[src/logic/fcs_cfg.svh]
// bit layout, encodings and format constants of the fp control/status block
`ifndef FCS_CFG_SVH
`define FCS_CFG_SVH
`define FCS_CC0_BIT 23
`define FCS_CCU_HI 31
`define FCS_CCU_LO 25
`define FCS_FLUSH_BIT 24
`define FCS_CAUSE_HI 17
`define FCS_CAUSE_LO 12
`define FCS_ENA_HI 11
`define FCS_ENA_LO 7
`define FCS_FLAG_HI 6
`define FCS_FLAG_LO 2
`define FCS_RM_HI 1
`define FCS_RM_LO 0
`define FCS_RSV_HI 22
`define FCS_RSV_LO 18
`define FCS_WMASK 32'hFF83FFFF
`define FCS_RESET_VAL 32'h00000000
`define FCS_IDX_INEXACT 0
`define FCS_IDX_UNDERFLOW 1
`define FCS_IDX_OVERFLOW 2
`define FCS_IDX_DIVZERO 3
`define FCS_IDX_INVALID 4
`define FCS_IDX_UNIMPL 5
`define FCS_SGL_EXP_HI 30
`define FCS_SGL_EXP_LO 23
`define FCS_SGL_FRAC_HI 22
`define FCS_DBL_EXP_HI 62
`define FCS_DBL_EXP_LO 52
`define FCS_DBL_FRAC_HI 51
`define FCS_SGL_SIGN_BIT 31
`define FCS_DBL_SIGN_BIT 63
`define FCS_SGL_BIAS 127
`define FCS_DBL_BIAS 1023
`define FCS_SGL_EMIN_NORM 32'h00800000
`define FCS_DBL_EMIN_NORM 64'h0010000000000000
`endif

[src/logic/fcs_pkg.sv]
// types shared by the fp control/status block
`default_nettype none
package fcs_pkg;
    typedef enum logic [1:0] {
        FCS_RND_NEAREST_EVEN,
        FCS_RND_TOWARD_ZERO,
        FCS_RND_TOWARD_PLUS_INF,
        FCS_RND_TOWARD_MINUS_INF
    } fcs_round_t;
    typedef enum logic [2:0] {
        FCS_CLS_ZERO,
        FCS_CLS_DENORMAL,
        FCS_CLS_NORMAL,
        FCS_CLS_INFINITY,
        FCS_CLS_QNAN,
        FCS_CLS_SNAN
    } fcs_class_t;
endpackage
`default_nettype wire

[src/logic/fcs_cls_if.sv]
// operand classification carrier between the top and the classifier
`timescale 1ns/1ns
`default_nettype none
interface fcs_cls_if;
    import fcs_pkg::*;
    logic [63:0] operand;
    logic is_double;
    fcs_class_t op_class;
    logic sign;
    modport requester (output operand, output is_double, input op_class, input sign);
    modport classifier (input operand, input is_double, output op_class, output sign);
endinterface
`default_nettype wire

[src/logic/fcs_classify.sv]
// combinational ieee operand classifier for single and double formats
`timescale 1ns/1ns
`default_nettype none
`include "fcs_cfg.svh"
module fcs_classify
    import fcs_pkg::*;
(
    fcs_cls_if.classifier cls
);
    wire [7:0] sgl_exp = cls.operand[`FCS_SGL_EXP_HI:`FCS_SGL_EXP_LO];
    wire [22:0] sgl_frac = cls.operand[`FCS_SGL_FRAC_HI:0];
    wire [10:0] dbl_exp = cls.operand[`FCS_DBL_EXP_HI:`FCS_DBL_EXP_LO];
    wire [51:0] dbl_frac = cls.operand[`FCS_DBL_FRAC_HI:0];
    // single: 8-bit exponent; double: 11-bit exponent, 52-bit stored fraction
    wire exp_ones = cls.is_double ? (&dbl_exp) : (&sgl_exp);
    wire exp_zero = cls.is_double ? ~(|dbl_exp) : ~(|sgl_exp);
    wire frac_nz = cls.is_double ? (|dbl_frac) : (|sgl_frac);
    wire frac_msb = cls.is_double ? dbl_frac[`FCS_DBL_FRAC_HI] : sgl_frac[`FCS_SGL_FRAC_HI];
    assign cls.sign = cls.is_double ? cls.operand[`FCS_DBL_SIGN_BIT] : cls.operand[`FCS_SGL_SIGN_BIT];
    always_comb begin
        if (exp_ones && frac_nz) begin
            cls.op_class = frac_msb ? FCS_CLS_SNAN : FCS_CLS_QNAN;
        end else if (exp_ones) begin
            cls.op_class = FCS_CLS_INFINITY;
        end else if (exp_zero && frac_nz) begin
            cls.op_class = FCS_CLS_DENORMAL;
        end else if (exp_zero) begin
            cls.op_class = FCS_CLS_ZERO;
        end else begin
            cls.op_class = FCS_CLS_NORMAL;
        end
    end
endmodule
`default_nettype wire

[src/logic/fcs_flush.sv]
// rounding-mode dependent flush value for a denormalized result
`timescale 1ns/1ns
`default_nettype none
`include "fcs_cfg.svh"
module fcs_flush
    import fcs_pkg::*;
(
    input wire logic sign_i,
    input wire logic is_double_i,
    input wire fcs_round_t rnd_i,
    output logic [63:0] value_o
);
    wire to_min_norm = (!sign_i && rnd_i == FCS_RND_TOWARD_PLUS_INF) ||
                       (sign_i && rnd_i == FCS_RND_TOWARD_MINUS_INF);
    wire [63:0] mag = !to_min_norm ? 64'h0000000000000000 :
                      is_double_i ? `FCS_DBL_EMIN_NORM : {32'h00000000, `FCS_SGL_EMIN_NORM};
    assign value_o = is_double_i ? {sign_i, mag[62:0]} : {32'h00000000, sign_i, mag[30:0]};
endmodule
`default_nettype wire

[src/logic/fcs_top.sv]
// fp control/status register with compare, cause, enable, flag, flush and rounding logic
`timescale 1ns/1ns
`default_nettype none
`include "fcs_cfg.svh"
module fcs_top
    import fcs_pkg::*;
(
    input wire logic CLK_SYS_I,
    input wire logic RST_N_I,
    input wire logic CE_I,
    // control word access from the pipeline
    input wire logic CW_WRITE_I,
    input wire logic [31:0] CW_WDATA_I,
    input wire logic CW_READ_I,
    output logic CW_RVALID_O,
    output logic [31:0] CW_RDATA_O,
    output logic CW_RETRY_O,
    // pipeline drain status
    input wire logic PIPE_BUSY_I,
    // completing fp operation
    input wire logic OP_DONE_I,
    input wire logic OP_IS_ARITH_I,
    input wire logic OP_IS_FUSED_I,
    input wire logic OP_DOUBLE_I,
    input wire logic [4:0] OP_IEEE_EXC_I,
    input wire logic OP_NEEDS_EMUL_I,
    input wire logic OP_RESULT_DENORM_I,
    input wire logic OP_PRODUCT_DENORM_I,
    input wire logic OP_RESULT_SIGN_I,
    input wire logic [63:0] OP_RESULT_I,
    // compare completion
    input wire logic CMP_DONE_I,
    input wire logic [2:0] CMP_SEL_I,
    input wire logic CMP_TRUE_I,
    // operand to classify
    input wire logic [63:0] CLS_OPERAND_I,
    input wire logic CLS_DOUBLE_I,
    // outputs
    output logic EXC_TAKEN_O,
    output logic RES_WRITE_O,
    output logic [63:0] RES_DATA_O,
    output logic [1:0] ROUND_MODE_O,
    output logic [2:0] CLS_CLASS_O,
    output logic CLS_SIGN_O
);
    logic [31:0] csr_q;
    logic [31:0] csr_d;
    logic cw_rvalid_q;
    logic [31:0] cw_rdata_q;
    logic cw_retry_q;
    logic exc_q;
    logic res_wr_q;
    logic [63:0] res_data_q;
    logic [2:0] cls_q;
    logic cls_sign_q;
    logic read_pend_q;

    wire [5:0] cause_cur = csr_q[`FCS_CAUSE_HI:`FCS_CAUSE_LO];
    wire [4:0] enab_cur = csr_q[`FCS_ENA_HI:`FCS_ENA_LO];
    wire [4:0] flag_cur = csr_q[`FCS_FLAG_HI:`FCS_FLAG_LO];
    wire flush_en = csr_q[`FCS_FLUSH_BIT];
    wire fcs_round_t rnd = fcs_round_t'(csr_q[`FCS_RM_HI:`FCS_RM_LO]);

    // flush only when underflow and invalid traps are both disabled
    wire flush_ok = flush_en && !enab_cur[`FCS_IDX_UNDERFLOW] && !enab_cur[`FCS_IDX_INVALID];
    wire fused_unimpl = OP_IS_FUSED_I && OP_PRODUCT_DENORM_I;
    wire denorm_unimpl = OP_RESULT_DENORM_I && !flush_ok;
    wire do_flush = OP_RESULT_DENORM_I && flush_ok && !fused_unimpl;
    wire unimpl = OP_NEEDS_EMUL_I || denorm_unimpl || fused_unimpl;

    // a flushed result is exact by construction only in magnitude; inexact/underflow pass through
    wire [5:0] op_cause = {unimpl, OP_IEEE_EXC_I};
    wire arith_op = OP_DONE_I && OP_IS_ARITH_I;
    wire op_trap = arith_op && (unimpl || |(OP_IEEE_EXC_I & enab_cur));
    // a control write that leaves an enabled cause set traps at once
    wire [31:0] wr_val = CW_WDATA_I & `FCS_WMASK;
    wire wr_trap = CW_WRITE_I && (wr_val[`FCS_CAUSE_HI] ||
                   |(wr_val[`FCS_CAUSE_HI-1:`FCS_CAUSE_LO] & wr_val[`FCS_ENA_HI:`FCS_ENA_LO]));

    wire [63:0] flush_val;
    fcs_flush u_flush (
        .sign_i(OP_RESULT_SIGN_I),
        .is_double_i(OP_DOUBLE_I),
        .rnd_i(rnd),
        .value_o(flush_val)
    );

    fcs_cls_if cls_bus ();
    assign cls_bus.operand = CLS_OPERAND_I;
    assign cls_bus.is_double = CLS_DOUBLE_I;
    fcs_classify u_classify (
        .cls(cls_bus.classifier)
    );

    // next register value; a control write overrides everything in that cycle
    always_comb begin
        csr_d = csr_q;
        if (CW_WRITE_I) begin
            csr_d = wr_val;
        end else begin
            if (CMP_DONE_I) begin
                if (CMP_SEL_I == 3'h0) begin
                    csr_d[`FCS_CC0_BIT] = CMP_TRUE_I;
                end else begin
                    csr_d[`FCS_CCU_LO + {29'h0, CMP_SEL_I} - 32'h1] = CMP_TRUE_I;
                end
            end
            if (arith_op) begin
                csr_d[`FCS_CAUSE_HI:`FCS_CAUSE_LO] = op_cause;
                if (!op_trap) begin
                    csr_d[`FCS_FLAG_HI:`FCS_FLAG_LO] = flag_cur | OP_IEEE_EXC_I;
                end
            end
        end
    end

    always_ff @(posedge CLK_SYS_I or negedge RST_N_I) begin
        if (!RST_N_I) begin
            csr_q <= `FCS_RESET_VAL;
        end else if (CE_I) begin
            csr_q <= csr_d;
        end
    end

    // result write-back: suppressed on a trap, flushed value on allowed flush
    always_ff @(posedge CLK_SYS_I or negedge RST_N_I) begin
        if (!RST_N_I) begin
            exc_q <= 1'b0;
            res_wr_q <= 1'b0;
            res_data_q <= 64'h0000000000000000;
        end else if (CE_I) begin
            exc_q <= op_trap || wr_trap;
            res_wr_q <= arith_op && !op_trap;
            res_data_q <= do_flush ? flush_val : OP_RESULT_I;
        end
    end

    // control read waits for the pipeline to drain; a trap while draining retries it
    wire read_req = CW_READ_I || read_pend_q;
    wire read_fin = read_req && !PIPE_BUSY_I && !op_trap;
    wire read_abort = read_req && op_trap;
    always_ff @(posedge CLK_SYS_I or negedge RST_N_I) begin
        if (!RST_N_I) begin
            read_pend_q <= 1'b0;
            cw_rvalid_q <= 1'b0;
            cw_rdata_q <= 32'h00000000;
            cw_retry_q <= 1'b0;
        end else if (CE_I) begin
            read_pend_q <= read_req && !read_fin && !read_abort;
            cw_rvalid_q <= read_fin;
            cw_retry_q <= read_abort;
            if (read_fin) begin
                cw_rdata_q <= csr_q;
            end
        end
    end

    always_ff @(posedge CLK_SYS_I or negedge RST_N_I) begin
        if (!RST_N_I) begin
            cls_q <= 3'h0;
            cls_sign_q <= 1'b0;
        end else if (CE_I) begin
            cls_q <= 3'(cls_bus.op_class);
            cls_sign_q <= cls_bus.sign;
        end
    end

    assign CW_RVALID_O = cw_rvalid_q;
    assign CW_RDATA_O = cw_rdata_q;
    assign CW_RETRY_O = cw_retry_q;
    assign EXC_TAKEN_O = exc_q;
    assign RES_WRITE_O = res_wr_q;
    assign RES_DATA_O = res_data_q;
    assign ROUND_MODE_O = csr_q[`FCS_RM_HI:`FCS_RM_LO];
    assign CLS_CLASS_O = cls_q;
    assign CLS_SIGN_O = cls_sign_q;
endmodule
`default_nettype wire

[config.mk]
export PLATFORM = sky130hd
export DESIGN_NAME = fcs_top
export DESIGN_NICKNAME = d
export VERILOG_FILES = /design/src/logic/fcs_pkg.sv /design/src/logic/fcs_cls_if.sv /design/src/logic/fcs_classify.sv /design/src/logic/fcs_flush.sv /design/src/logic/fcs_top.sv
export VERILOG_INCLUDE_DIRS = /design/src /design/src/logic
export SDC_FILE = /design/constraint.sdc
export NUM_CORES = 1
export LEC_CHECK = 0
export BUFFER_PORTS_ARGS = -buffer_cell sky130_fd_sc_hd__buf_2
export CAP_MARGIN = 25
export CORE_ASPECT_RATIO = 0.6
export CORE_MARGIN = 4
export CORE_UTILIZATION = 42
export DETAILED_ROUTE_END_ITERATION = 8
export MAX_ROUTING_LAYER = met4
export PLACE_DENSITY = 0.75
export REMOVE_ABC_BUFFERS = 1
export SKIP_CTS_REPAIR_TIMING = 1
export SYNTH_ARGS = -nofsm -noshare
export SYNTH_HDL_FRONTEND = slang
export SYNTH_SLANG_ARGS = --single-unit
[constraint.sdc]
create_clock -name CLK_SYS_I -period 2.2 [get_ports CLK_SYS_I]
set_clock_uncertainty 0.05 [all_clocks]
set_input_delay 0.44 -clock CLK_SYS_I [delete_from_list [all_inputs] [get_ports CLK_SYS_I]]
set_output_delay 0.44 -clock CLK_SYS_I [all_outputs]
set_load 0.02 [all_outputs]
* Word level (Yosys, flattened, before mapping) *
Index checks and enable logic that the tools add are counted.

word-level totals
  register bits = 137
  memory bits (read-only) = 0
  memory bits (writable) = 0
  memories kept = 0
  input bits = 185
  output and inout port bits = 106
  word-level logic and storage cells = 102
  bits in latches = 0

operators by class
  muxes and demuxes = 25
  reductions and logical operators = 51
  equality and inequality tests = 4
  shift operators = 0
  order comparisons = 2
  $mul = 0
  $add $sub $neg = 2
  bitwise operators = 5
  divide/modulo/power cells = 0

operators by type and width
  kind                   count
  $mux W64               2
  $mux W32               2
  $mux W63               1
  $mux W53               1
  $reduce_or A52 Y1      1
  $bwmux W32             1
  $ge A32 B1 Y1 const B  1
  $lt A32 B6 Y1 const B  1
  $mux W23               1
  $reduce_or A23 Y1      1
  $logic_and A1 B1 Y1    20
  $reduce_and A11 Y1     1
  $reduce_or A11 Y1      1
  $and A5 B5 Y5          2
  $mux W5                2
  $reduce_or A5 Y1       2
  $logic_not A1 Y1       9
  $mux W3                3
  $mux W1                8
  $mux W8                1
  $reduce_and A8 Y1      1
  $reduce_or A8 Y1       1
  $logic_or A1 B1 Y1     7
  $sub A6 B1 Y7 const B  1
  other kinds (14)       18

* Depth between registers and ports, before layout *
Gate-level depths: netlist of the first run.

  depth in word-level cells = 14
  depth in mapped cells = 8
  mapped depth without buffers = 5

* Cells and area by module *
Synthesis of the first run repeated with hierarchy kept, for this count alone.

second synthesis, totals
  cells, all modules = 627
  area, all modules = 6552.5 µm²

by module, submodules not included
  module        times used  cells an instance  seq. area each (µm²)  area each (µm²)
  fcs_top       1           516                3178.0                5771.8
  fcs_flush     1           67                 0.0                   496.7
  fcs_classify  1           44                 0.0                   284.0

* Least setup slack after synthesis of the first run *
OpenSTA, ideal clock, no wires.

  path kind = in2reg
  from = input OP_IEEE_EXC_I[0]
  to = register cw_rdata_q[10] (netlist: CW_RDATA_O[10])
  slack = -0.161 ns
  stages on the path = 8
  path buffers = 3
  setup time = 0.125 ns
  arrival time = 2.186 ns
  required time = 2.025 ns
  cell sequence = a222oi_1 and3_1 buf_6 a21boi_2 or4b_4 buf_6 buf_12 mux2_4

between the ends
  longest elaborated chain between the ends = 7

ends and longest elaborated chain
  element                             RTL line        source
  from (decl)                         fcs_top.sv:25   input wire logic [4:0] OP_IEEE_EXC_I,
  $and A5 B5 Y5                       fcs_top.sv:74   wire op_trap = arith_op && (unimpl || |(OP_IEEE_EXC_I & enab_cur));
  $reduce_or A5 Y1                    fcs_top.sv:74
  $logic_or A1 B1 Y1                  fcs_top.sv:74
  $logic_and A1 B1 Y1                 fcs_top.sv:74
  $logic_not A1 Y1                    fcs_top.sv:140  wire read_fin = read_req && !PIPE_BUSY_I && !op_trap;
  $logic_and A1 B1 Y1                 fcs_top.sv:140
  $reduce_and A2 Y1 (no source line)  -
  to (signal assigned)                fcs_top.sv:153  cw_rdata_q <= csr_q;
  to (decl)                           fcs_top.sv:49   logic [31:0] cw_rdata_q;

Every way passes these cells.
A chain may end at the register's enable or synchronous reset.

* Final worst setup path of the first run *
  from = register csr_q[7]
  to = register cw_rdata_q[11] (netlist: CW_RDATA_O[11])

between the ends
  longest elaborated chain between the ends = 7

ends and longest elaborated chain
  element                             RTL line        source
  from (decl)                         fcs_top.sv:46   logic [31:0] csr_q;
  from (signal assigned)              fcs_top.sv:119  csr_q <= `FCS_RESET_VAL;
  from (signal assigned)              fcs_top.sv:121  csr_q <= csr_d;
  $and A5 B5 Y5                       fcs_top.sv:74
  $reduce_or A5 Y1                    fcs_top.sv:74
  $logic_or A1 B1 Y1                  fcs_top.sv:74
  $logic_and A1 B1 Y1                 fcs_top.sv:74
  $logic_not A1 Y1                    fcs_top.sv:140
  $logic_and A1 B1 Y1                 fcs_top.sv:140
  $reduce_and A2 Y1 (no source line)  -

Every way passes these cells.

==> results of run 1 <==
-- power groups by stage --
stage	clock network, W	registers [W]	logic [W]
after global routing	0.00294	0.00297	0.00179
after detailed placement	0	0.00295	0.00166
final	0.00279	0.00292	0.00165
after global placement	0	0.00295	0.00163
after floorplan	0	0.00329	0.000514
after CTS	0.00284	0.00292	0.00166
-- placed cells by master, fill, tap and decap left out, drive strengths merged, types with 3 or more instances in the layout --
| cell | instances |
|---|---|
| a31oi | 6 |
| o22ai | 12 |
| nor3b | 4 |
| clkinv | 4 |
| nand2 | 16 |
| nor2 | 24 |
| dfrtp | 127 |
| nor3 | 7 |
| clkbuf | 20 |
| buf | 304 |
| o21ai | 75 |
| nor4 | 13 |
| a22oi | 3 |
| and3 | 3 |
| nand4 | 7 |
| a32oi | 4 |
| conb | 5 |
| mux2 | 37 |
| clkinvlp | 6 |
| a41o | 5 |
| inv | 68 |
| a21oi | 33 |
| nand3 | 66 |
-- cells in the mapped netlist, types with 4 or more instances --
library cell and instances:
nand2_1 16, nor3_1 7, mux2_2 18, nor2_1 24, inv_1 68, a31oi_1 6, mux2_4 19, nand3_1 66
nor4_1 13, dfrtp_1 127, a41o_1 5, nor3b_1 4, o22ai_1 12, nand4_1 7, o21ai_0 75, clkbuf_1 32
a32oi_1 4, a21oi_1 33, buf_4 7
-- stage by stage --
stage               total power, W  hold WS (ns)  setup slack [ns]  area [µm²]
finish                     0.00736         0.211           -0.0610        8050
CTS                        0.00742        -0.137           -0.0577        8030
global placement           0.00458         0.292            -0.205        7430
global route               0.00770         0.201            -0.116        8050
detailed placement         0.00461         0.293            -0.218        7430
floorplan                  0.00381        0.0944            -0.567        5570
-- area by class of cell --
class,instances,share of cell area (%)
inverters,68,3.17
multi-input cells,340,26.5
clock buffers,20,5.79
clock inverters,12,1.69
flip-flops and latches,127,39.5
well taps,170,2.64
repair buffers,305,20.7
-- registers in the layout, indices dropped and copies added (netlist names) --
name         count
CW_RVALID_O      1
CLS_SIGN_O       1
CLS_CLASS_O      3
RES_WRITE_O      1
EXC_TAKEN_O      1
read_pend_q      1
CW_RDATA_O      27
RES_DATA_O      64
csr_q           27
CW_RETRY_O       1
-- worst max path at each step --
stage,from,end,slack (ns),cells past startpoint
6_report,csr_q[7],CW_RDATA_O[11],-0.06,6
3_5_place_dp,OP_IEEE_EXC_I[0],CW_RDATA_O[4],-0.22,7
5_1_grt,csr_q[7],CW_RDATA_O[5],-0.12,6
4_1_cts,csr_q[7],CW_RDATA_O[4],-0.06,6
2_1_floorplan,csr_q[8],RES_DATA_O[31],-0.57,5
3_3_place_gp,OP_IEEE_EXC_I[0],CW_RDATA_O[23],-0.21,7
-- logic make-up after synthesis --
group / Yosys count
flip-flops: 127
XOR/XNOR: 1
AND/OR/NAND/NOR: 147
other: 1
buffers and inverters: 114
multiplexers: 38
AO/OA/AOI/OAI: 149
-- per-layer routing --
layer | up-vias | global-route usage (%) | routed length [µm]
met3 | 12 | 5.60 | 1180
met5 | - | - | 0
met2 | 195 | 30.0 | 7310
met4 | 0 | 5.13 | 159
met1 | 2446 | 30.6 | 8140
li1 | 2586 | - | -
-- worst max-delay path, cell delays in order, from the launching register on --
cell      delay [ns]
dfrtp_1         0.39
a222oi_1        0.29
and3_1          0.25
a21boi_2        0.09
or4b_4          0.56
buf_12          0.19
mux2_4          0.30
==> metrics.csv, run 1 <==
metric,value,unit
yosys.area_share.xor_xnor,0.151,%
cts_root_buf,clkbuf_16,
cp.required,2.43,ns
regArea,0.00318,mm²
multi_input_area,0.00214,mm²
ys_ff_latch,127,
die_w,160,µm
clockPowerShare,37.9,%
max_freq,442,MHz
cap_viol_max_count,0,
power_leakage,4.14,nW
antenna_found_initial,0,
first_global_vias,5045,
whs_path_depth,3,
setup_tns,-1.00,ns
violations,setup timing,
yosysUniqueCellTypes,42,
fin_crit,2.26,ns
r2r-end,CW_RDATA_O[11],
hold_path.class,in2reg,
yosys.area.top_type,dfrtp_1,
r2r.worst_path.cells,6,
critPathLaunchType,flop,
synth_fa_ha_area_share,0,%
syn2layout_area_growth,38.9,%
synth_compound_area_share,14.9,%
wl_per_cell,16.1,µm
synthSimpleGateAreaFrac,12.8,%
dp_hpwl,12.7,mm
yosys-top-cells-area,"dfrtp_1 (55%), o21ai_0 (6.5%), nand3_1 (5.7%)",
rows,32,
synth_top_family_by_area,compound AO/OA/AOI/OAI gates,
grt_overflow,0,
synthFlopType,dfrtp_1,
grt_pass1_wl,26.3,mm
vias_per_cell,5.03,
drive_gt1_share,43.5,%
synth_edf_count,0,
pin_count,291,
cp.arrival,2.50,ns
cts_made_buffers,17,
hold_violations,0,
finalSetupViolCount,20,
synthesis.area,0.00580,mm²
grtUsageTotal,21.3,%
dr.pass1.iters,5,
p_sw_share,29.7,%
status,"finished, violations left",
drt-total-wl,16.8,mm
fill_cells,1119,
antenna_cells,0,
synth_mux_area_share,8.59,%
min_to,RES_DATA_O[7],
dieArea,0.0158,mm²
ys_seq_area_share,54.8,%
finalCritPeriodShare,103,%
final_cells,1042,
die_height,99.0,µm
max-clock-path-buffers,2,
coreArea,0.0132,mm²
regToRegSetupSlack,-0.06,ns
max-vdd-ir-drop,451,µV
finalCoreUtilization,61.1,%
worst_slack,-0.0610,ns
cellPowerDensity,914,mW/mm²
ys_warn_count,0,
syn_inst,577,
p_int,0.00518,W
slew_violations,0,
async_reset_ff_share,100,%
maxSlewHeadroom,64.0,%
grt_max_degree,144,
gp_congestion,0.999,
port-buffer-count,280,
clock_sinks,127,
ant_nets,0,
drc,0,
comb_power_share,22.4,%
hp-start,OP_RESULT_I[7],
worstReg2RegStart,csr_q[7],
path_class,reg2reg,
p_sw,0.00218,W
insertion_delay,0.40,ns
synth_top_area_share,54.8,%
worstMarginPinSlew,0.540,ns
drt_iter0_drc,385,
worstPathMaxFanout,19,
end_kind,flop,
start_util,44.0,%
rsz0062_at_grt,yes,
tritoncts,done,
fin_nets,1044,
vias,5239,
clk_pin_slew_worst_paths,0.06,ns
cts_max_level,4,
avgSynthCellArea,10.0,µm²
dp_cells,1008,
seqPwrFrac,39.7,%
Power figures use the tool's default switching activity.
==> run 2: changes to the inputs <==
--- a/config.mk
+++ b/config.mk
@@ -10,12 +10,14 @@
 export CAP_MARGIN = 25
 export CORE_ASPECT_RATIO = 0.6
 export CORE_MARGIN = 4
-export CORE_UTILIZATION = 42
+export CORE_UTILIZATION = 40
+export CTS_CLUSTER_SIZE = 12
 export DETAILED_ROUTE_END_ITERATION = 8
 export MAX_ROUTING_LAYER = met4
-export PLACE_DENSITY = 0.75
+export PLACE_DENSITY = 0.72
 export REMOVE_ABC_BUFFERS = 1
 export SKIP_CTS_REPAIR_TIMING = 1
 export SYNTH_ARGS = -nofsm -noshare
 export SYNTH_HDL_FRONTEND = slang
 export SYNTH_SLANG_ARGS = --single-unit
+export TNS_END_PERCENT = 1
==> run 2 against run 1 <==
  * The flow still finishes with violations (setup timing)
  * Clock-buffer cell count shrank 1
  * Routed wire length grew 4.8%
  * Cell count grew 2.2%
  * Critical endpoint is now CW_RDATA_O[14]
  * Largest cell class unchanged
  * Largest power group is now clock
==> metrics.csv, run 2 (synthesis results as in run 1) <==
metric,value,unit,change
slew_violations,0,,unchanged
antenna_cells,0,,unchanged
first_global_vias,5043,,-0.040%
antenna_found_initial,0,,unchanged
setup_tns,-3.31,ns,-2.31 ns
end_kind,flop,,
worstPathMaxFanout,19,,unchanged
min_to,csr_q[6],,
grtUsageTotal,21.8,%,+0.49 points
rows,33,,+3.1%
clock_sinks,127,,unchanged
clk_pin_slew_worst_paths,0.06,ns,about the same
coreArea,0.0139,mm²,+5.6%
seqPwrFrac,38.0,%,-1.7 points
finalHoldWorstSlack,0.209,ns,-0.00152 ns
grt_overflow,0,,unchanged
fin_nets,1046,,+0.19%
clockPowerShare,40.3,%,+2.4 points
pin_count,291,,unchanged
worst_slack,-0.153,ns,-0.0922 ns
max-vdd-ir-drop,460,µV,+2.0%
p_sw_share,28.8,%,-0.88 points
largest_reg_flops,64,,unchanged
dp_hpwl,13.4,mm,+5.1%
grt_max_degree,132,,-8.3%
cap_viol_max_count,0,,unchanged
rsz0062_at_grt,yes,,
finalSetupViolCount,27,,+35%
r2r.worst_path.cells,6,,unchanged
start_util,41.7,%,-2.3 points
cp.arrival,2.58,ns,+0.08 ns
slowest_delay,0.55,ns,about the same
hold_path.class,in2reg,,
fin_crit,2.35,ns,+0.0922 ns
drive_gt1_share,43.5,%,+0.065 points
cp.required,2.43,ns,about the same
regToRegSetupSlack,-0.15,ns,-0.09 ns
drt-total-wl,17.6,mm,+4.8%
r2r-end,CW_RDATA_O[14],,
die_height,101,µm,+2.3%
path_class,reg2reg,,
finalCritPeriodShare,107,%,+4.2 points
path_cells,a222oi_1 -> and3_1 -> a21boi_2 -> or4b_4 -> buf_12 -> mux2_4,,
drc,0,,unchanged
finalInstanceArea,0.00815,mm²,+1.1%
ant_nets,0,,unchanged
syn2layout_area_growth,40.5,%,
hold_violations,0,,unchanged
multi_input_area,0.00214,mm²,unchanged
drt_iter0_drc,383,,-0.52%
final_common_cell,buf_2,,
power,0.00771,W,+4.8%
die_w,163,µm,+2.3%
vias,5281,,+0.80%
crit_slowest_cell,or4b_4,,
max_freq,425,MHz,-3.9%
status,"finished, violations left",,
violations,setup timing,,
cts_made_buffers,17,,unchanged
worstReg2RegStart,csr_q[7],,
comb_power_share,21.7,%,-0.7 points
cts_root_buf,clkbuf_16,,
grt_pass1_wl,27.2,mm,+3.2%
dr.pass1.iters,5,,unchanged
port-buffer-count,280,,unchanged
p_int,0.00549,W,+6.1%
insertion_delay,0.40,ns,about the same
power_leakage,4.18,nW,+1.0%
max-clock-path-buffers,2,,unchanged
vias_per_cell,4.96,,-1.4%
placed_cell_area,0.00748,mm²,+0.67%
cellPowerDensity,947,mW/mm²,+3.6%
cts_max_level,4,,unchanged
critPathLaunchType,flop,,
gp_congestion,1.01,,+0.74%
p_sw,0.00222,W,+1.7%
dieArea,0.0165,mm²,+4.7%
tritoncts,done,,
hp-start,CW_WDATA_I[6],,
regArea,0.00318,mm²,unchanged
wl_per_cell,16.5,µm,+2.5%
final_cell_mix,"buf_2 (278), dfrtp_1 (127), o21ai_0 (75), inv_1 (68), nand3_1 (65)",,
fill_cells,1204,,+7.6%
whs_path_depth,3,,unchanged
[run 2: cell count changes in the layout (fill, tap and decap cells not counted), moves of 2 or more]
cell	before	now
clkinvlp_4	6	3
inv_6	0	2
buf_4	20	23
bufinv_16	2	5
[run 2: area by class of cell]
type	instances	area share (%)
well taps	192	2.95
clock inverters	12	2.55
inverters	68	3.13
multi-input cells	340	26.2
repair buffers	307	20.5
flip-flops and latches	127	39.0
clock buffers	19	5.56
[run 2: power groups by stage]
| stage | Combinational [W] | Sequential [W] | Clock [W] |
|---|---|---|---|
| 6_report | 0.00167 | 0.00293 | 0.00311 |
| 5_1_grt | 0.00182 | 0.00297 | 0.00329 |
| 4_1_cts | 0.00168 | 0.00293 | 0.00318 |
| 3_5_place_dp | 0.00168 | 0.00296 | 0 |
| 3_3_place_gp | 0.00164 | 0.00295 | 0 |
| 2_1_floorplan | 0.000514 | 0.00329 | 0 |
[run 2: per-layer routing]
metal	vias up	routed length, µm	GRT usage [%]
met5	-	0	-
met2	217	7400	29.2
met1	2465	8750	32.7
met3	16	1290	5.45
met4	0	164	5.35
li1	2583	-	-
[run 2: how the worst max path moves through the flow]
stage	cells past startpoint	slack, ns	start	to
final	6	-0.15	csr_q[7]	CW_RDATA_O[14]
after global routing	6	-0.29	csr_q[7]	CW_RDATA_O[14]
after CTS	6	-0.15	csr_q[7]	CW_RDATA_O[14]
after detailed placement	7	-0.32	OP_IEEE_EXC_I[0]	CW_RDATA_O[14]
after global placement	7	-0.28	OP_IEEE_EXC_I[0]	CW_RDATA_O[23]
after floorplan	5	-0.57	csr_q[8]	RES_DATA_O[31]
[run 2: critical path, delay by kind of cell, from the launching register on]
kind	cells	cell delay, ns
and+or+nand+nor	2	0.82
AOI/OAI and AO/OA	2	0.47
DFF	1	0.38
muxes	1	0.31
buffers and inverters	1	0.20
[run 2: per-stage QoR]
step	utilization [%]	setup WS (ns)	cells
final	58.5	-0.153	1065
after global routing	58.5	-0.292	1065
after CTS	58.5	-0.146	1064
after detailed placement	53.7	-0.324	1033
after global placement	53.7	-0.282	1033
after floorplan	-	-0.567	535
==> run 3: changes to the inputs <==
--- a/config.mk
+++ b/config.mk
@@ -10,11 +10,11 @@
 export CAP_MARGIN = 25
 export CORE_ASPECT_RATIO = 0.6
 export CORE_MARGIN = 4
-export CORE_UTILIZATION = 40
+export CORE_UTILIZATION = 25
 export CTS_CLUSTER_SIZE = 12
 export DETAILED_ROUTE_END_ITERATION = 8
 export MAX_ROUTING_LAYER = met4
-export PLACE_DENSITY = 0.72
+export PLACE_DENSITY = 0.49
 export REMOVE_ABC_BUFFERS = 1
 export SKIP_CTS_REPAIR_TIMING = 1
 export SYNTH_ARGS = -nofsm -noshare
==> run 3 against run 2 <==
  * The run still ends with setup timing left
  * Routed wire length is 8.1% higher
  * Sequential power barely moved
  * Power fell by 7.4%
  * Clock power decreased by 18%
  * Combinational power hardly changed
  * Register-to-register slack better by 0.098 ns
  * Via count down 1.6%
  * Critical path depth unchanged
  * Cell count is 11% higher
  * Die area rose by 56%
  * Sequential cell count did not move
  * Critical endpoint is now CW_RDATA_O[8]
==> metrics.csv, run 3 (synthesis results as in run 1) <==
metric,value,unit,change
status,"finished, violations left",,
violations,setup timing,,
grt_pass1_wl,29.9,mm,+10%
cp.required,2.44,ns,about the same
start_util,25.8,%,-16 points
cts_made_buffers,17,,unchanged
first_global_vias,5158,,+2.3%
largest_reg_flops,64,,unchanged
cts_root_buf,clkbuf_16,,
rsz0062_at_grt,yes,,
rows,42,,+27%
insertion_delay,0.41,ns,about the same
dp_hpwl,14.4,mm,+7.3%
end_kind,flop,,
drt_iter0_drc,348,,-9.1%
antenna_found_initial,0,,unchanged
finalSetupViolCount,27,,unchanged
port-buffer-count,280,,unchanged
vias,5198,,-1.6%
worstPathMaxFanout,13,,-6
path_buf_inv,1,,unchanged
placed_cell_area,0.00764,mm²,+2.2%
vias_per_cell,4.41,,-11%
wl_met1,10.1,mm,+15%
seqPwrFrac,40.9,%,+2.9 points
path_cells,a222oi_1 -> and3_1 -> a21boi_2 -> or4b_4 -> buf_12 -> mux2_4,,
power,0.00714,W,-7.4%
p_int,0.00496,W,-9.7%
route.met3.wl,1.11,mm,-13%
clock_sinks,127,,unchanged
slew_violations,0,,unchanged
drc,0,,unchanged
hold_path.class,in2reg,,
max-clock-path-buffers,2,,unchanged
finalCritPeriodShare,103,%,-4.5 points
gp_congestion,0.906,,-10%
slowest_delay,0.55,ns,about the same
die_height,126,µm,+24%
dieArea,0.0258,mm²,+56%
cp.arrival,2.50,ns,-0.08 ns
grt_max_degree,92,,-30%
coreArea,0.0224,mm²,+61%
drt-total-wl,19.0,mm,+8.1%
tritoncts,done,,
syn2layout_area_growth,41.2,%,
path_class,reg2reg,,
regArea,0.00318,mm²,unchanged
crit_slowest_cell,or4b_4,,
fin_crit,2.26,ns,-0.0979 ns
multi_input_area,0.00214,mm²,+0.23%
cellPowerDensity,873,mW/mm²,-7.8%
cap_viol_max_count,0,,unchanged
finalInstanceArea,0.00818,mm²,+0.46%
max-vdd-ir-drop,420,µV,-8.7%
max_freq,443,MHz,+4.3%
top_layer_used,met4,,
die_w,205,µm,+25%
grtUsageTotal,15.1,%,-6.6 points
cts_max_level,4,,unchanged
final_common_cell,buf_2,,
grt_overflow,0,,unchanged
antenna_cells,0,,unchanged
power_leakage,4.13,nW,-1.1%
clk_pin_slew_worst_paths,0.06,ns,about the same
worst_slack,-0.0553,ns,+0.0979 ns
p_sw,0.00218,W,-1.6%
drive_gt1_share,43.2,%,-0.36 points
wl_met2,7.58,mm,+2.5%
critical_path.top_delay_family,simple AND/OR/NAND/NOR gates,,
finalCoreUtilization,36.5,%,-22 points
fin_nets,1045,,-0.096%
dr.pass1.iters,4,,-1
critPathLaunchType,flop,,
ant_nets,0,,unchanged
final_cell_mix,"buf_2 (278), dfrtp_1 (127), o21ai_0 (75), inv_1 (68), nand3_1 (65)",,
fill_cells,2324,,+93%
hold_violations,0,,unchanged
clockPowerShare,35.6,%,-4.7 points
pin_count,291,,unchanged
p_sw_share,30.6,%,+1.8 points
comb_power_share,23.5,%,+1.8 points
wl_per_cell,16.1,µm,-2.3%
run 3: layout make-up:
class / instances / area share [%]
clock buffer: 24 / 6.01
clock inverter: 6 / 0.428
inverter: 68 / 3.12
multi-input combinational: 340 / 26.2
sequential: 127 / 38.8
tap: 308 / 4.71
timing repair buffer: 306 / 20.7
run 3: through the flow:
stage	cells	TNS, ns	hold WS [ns]	setup WS [ns]
6_report	1179	-1.11	0.197	-0.0553
5_1_grt	1179	-2.96	0.181	-0.124
4_1_cts	1178	-1.31	-0.188	-0.0594
3_5_place_dp	1148	-5.78	0.266	-0.230
3_3_place_gp	1148	-6.09	0.268	-0.237
2_1_floorplan	535	-27.92	0.0944	-0.567
run 3: worst paths after layout:
path | end | slack (ns) | start | cells past startpoint
setup / recovery | CW_RDATA_O[8] | -0.06 | csr_q[7] | 6
hold / removal | RES_DATA_O[0] | 0.20 | OP_RESULT_I[0] | 3
setup reg to reg | CW_RDATA_O[8] | -0.06 | csr_q[7] | 6
hold reg to reg | csr_q[26] | 0.43 | csr_q[26] | 2
max in group asynchronous | RES_DATA_O[34] | 1.10 | RST_N_I | 3
min in group asynchronous | CW_RDATA_O[14] | 0.41 | RST_N_I | 2
run 3: worst min-delay path: cells and delay by family:
family / cells / cell delay [ns]
and+or+nand+nor: 1 / 0.05
AOI/OAI and AO/OA: 1 / 0.06
buffers and inverters: 1 / 0.08
run 3: per-layer routing:
metal | up-vias | GRT usage [%]
met4 | 0 | 4.02
met3 | 14 | 3.80
li1 | 2577 | -
met5 | - | -
met1 | 2438 | 23.6
met2 | 169 | 19.0
run 3: power by group through the flow:
| stage | Combinational [W] | Clock (W) | Sequential [W] |
|---|---|---|---|
| 3_3_place_gp | 0.00168 | 0 | 0.00296 |
| 3_5_place_dp | 0.00170 | 0 | 0.00295 |
| 4_1_cts | 0.00170 | 0.00265 | 0.00292 |
| 2_1_floorplan | 0.000514 | 0 | 0.00329 |
| 6_report | 0.00168 | 0.00254 | 0.00292 |
| 5_1_grt | 0.00183 | 0.00276 | 0.00297 |
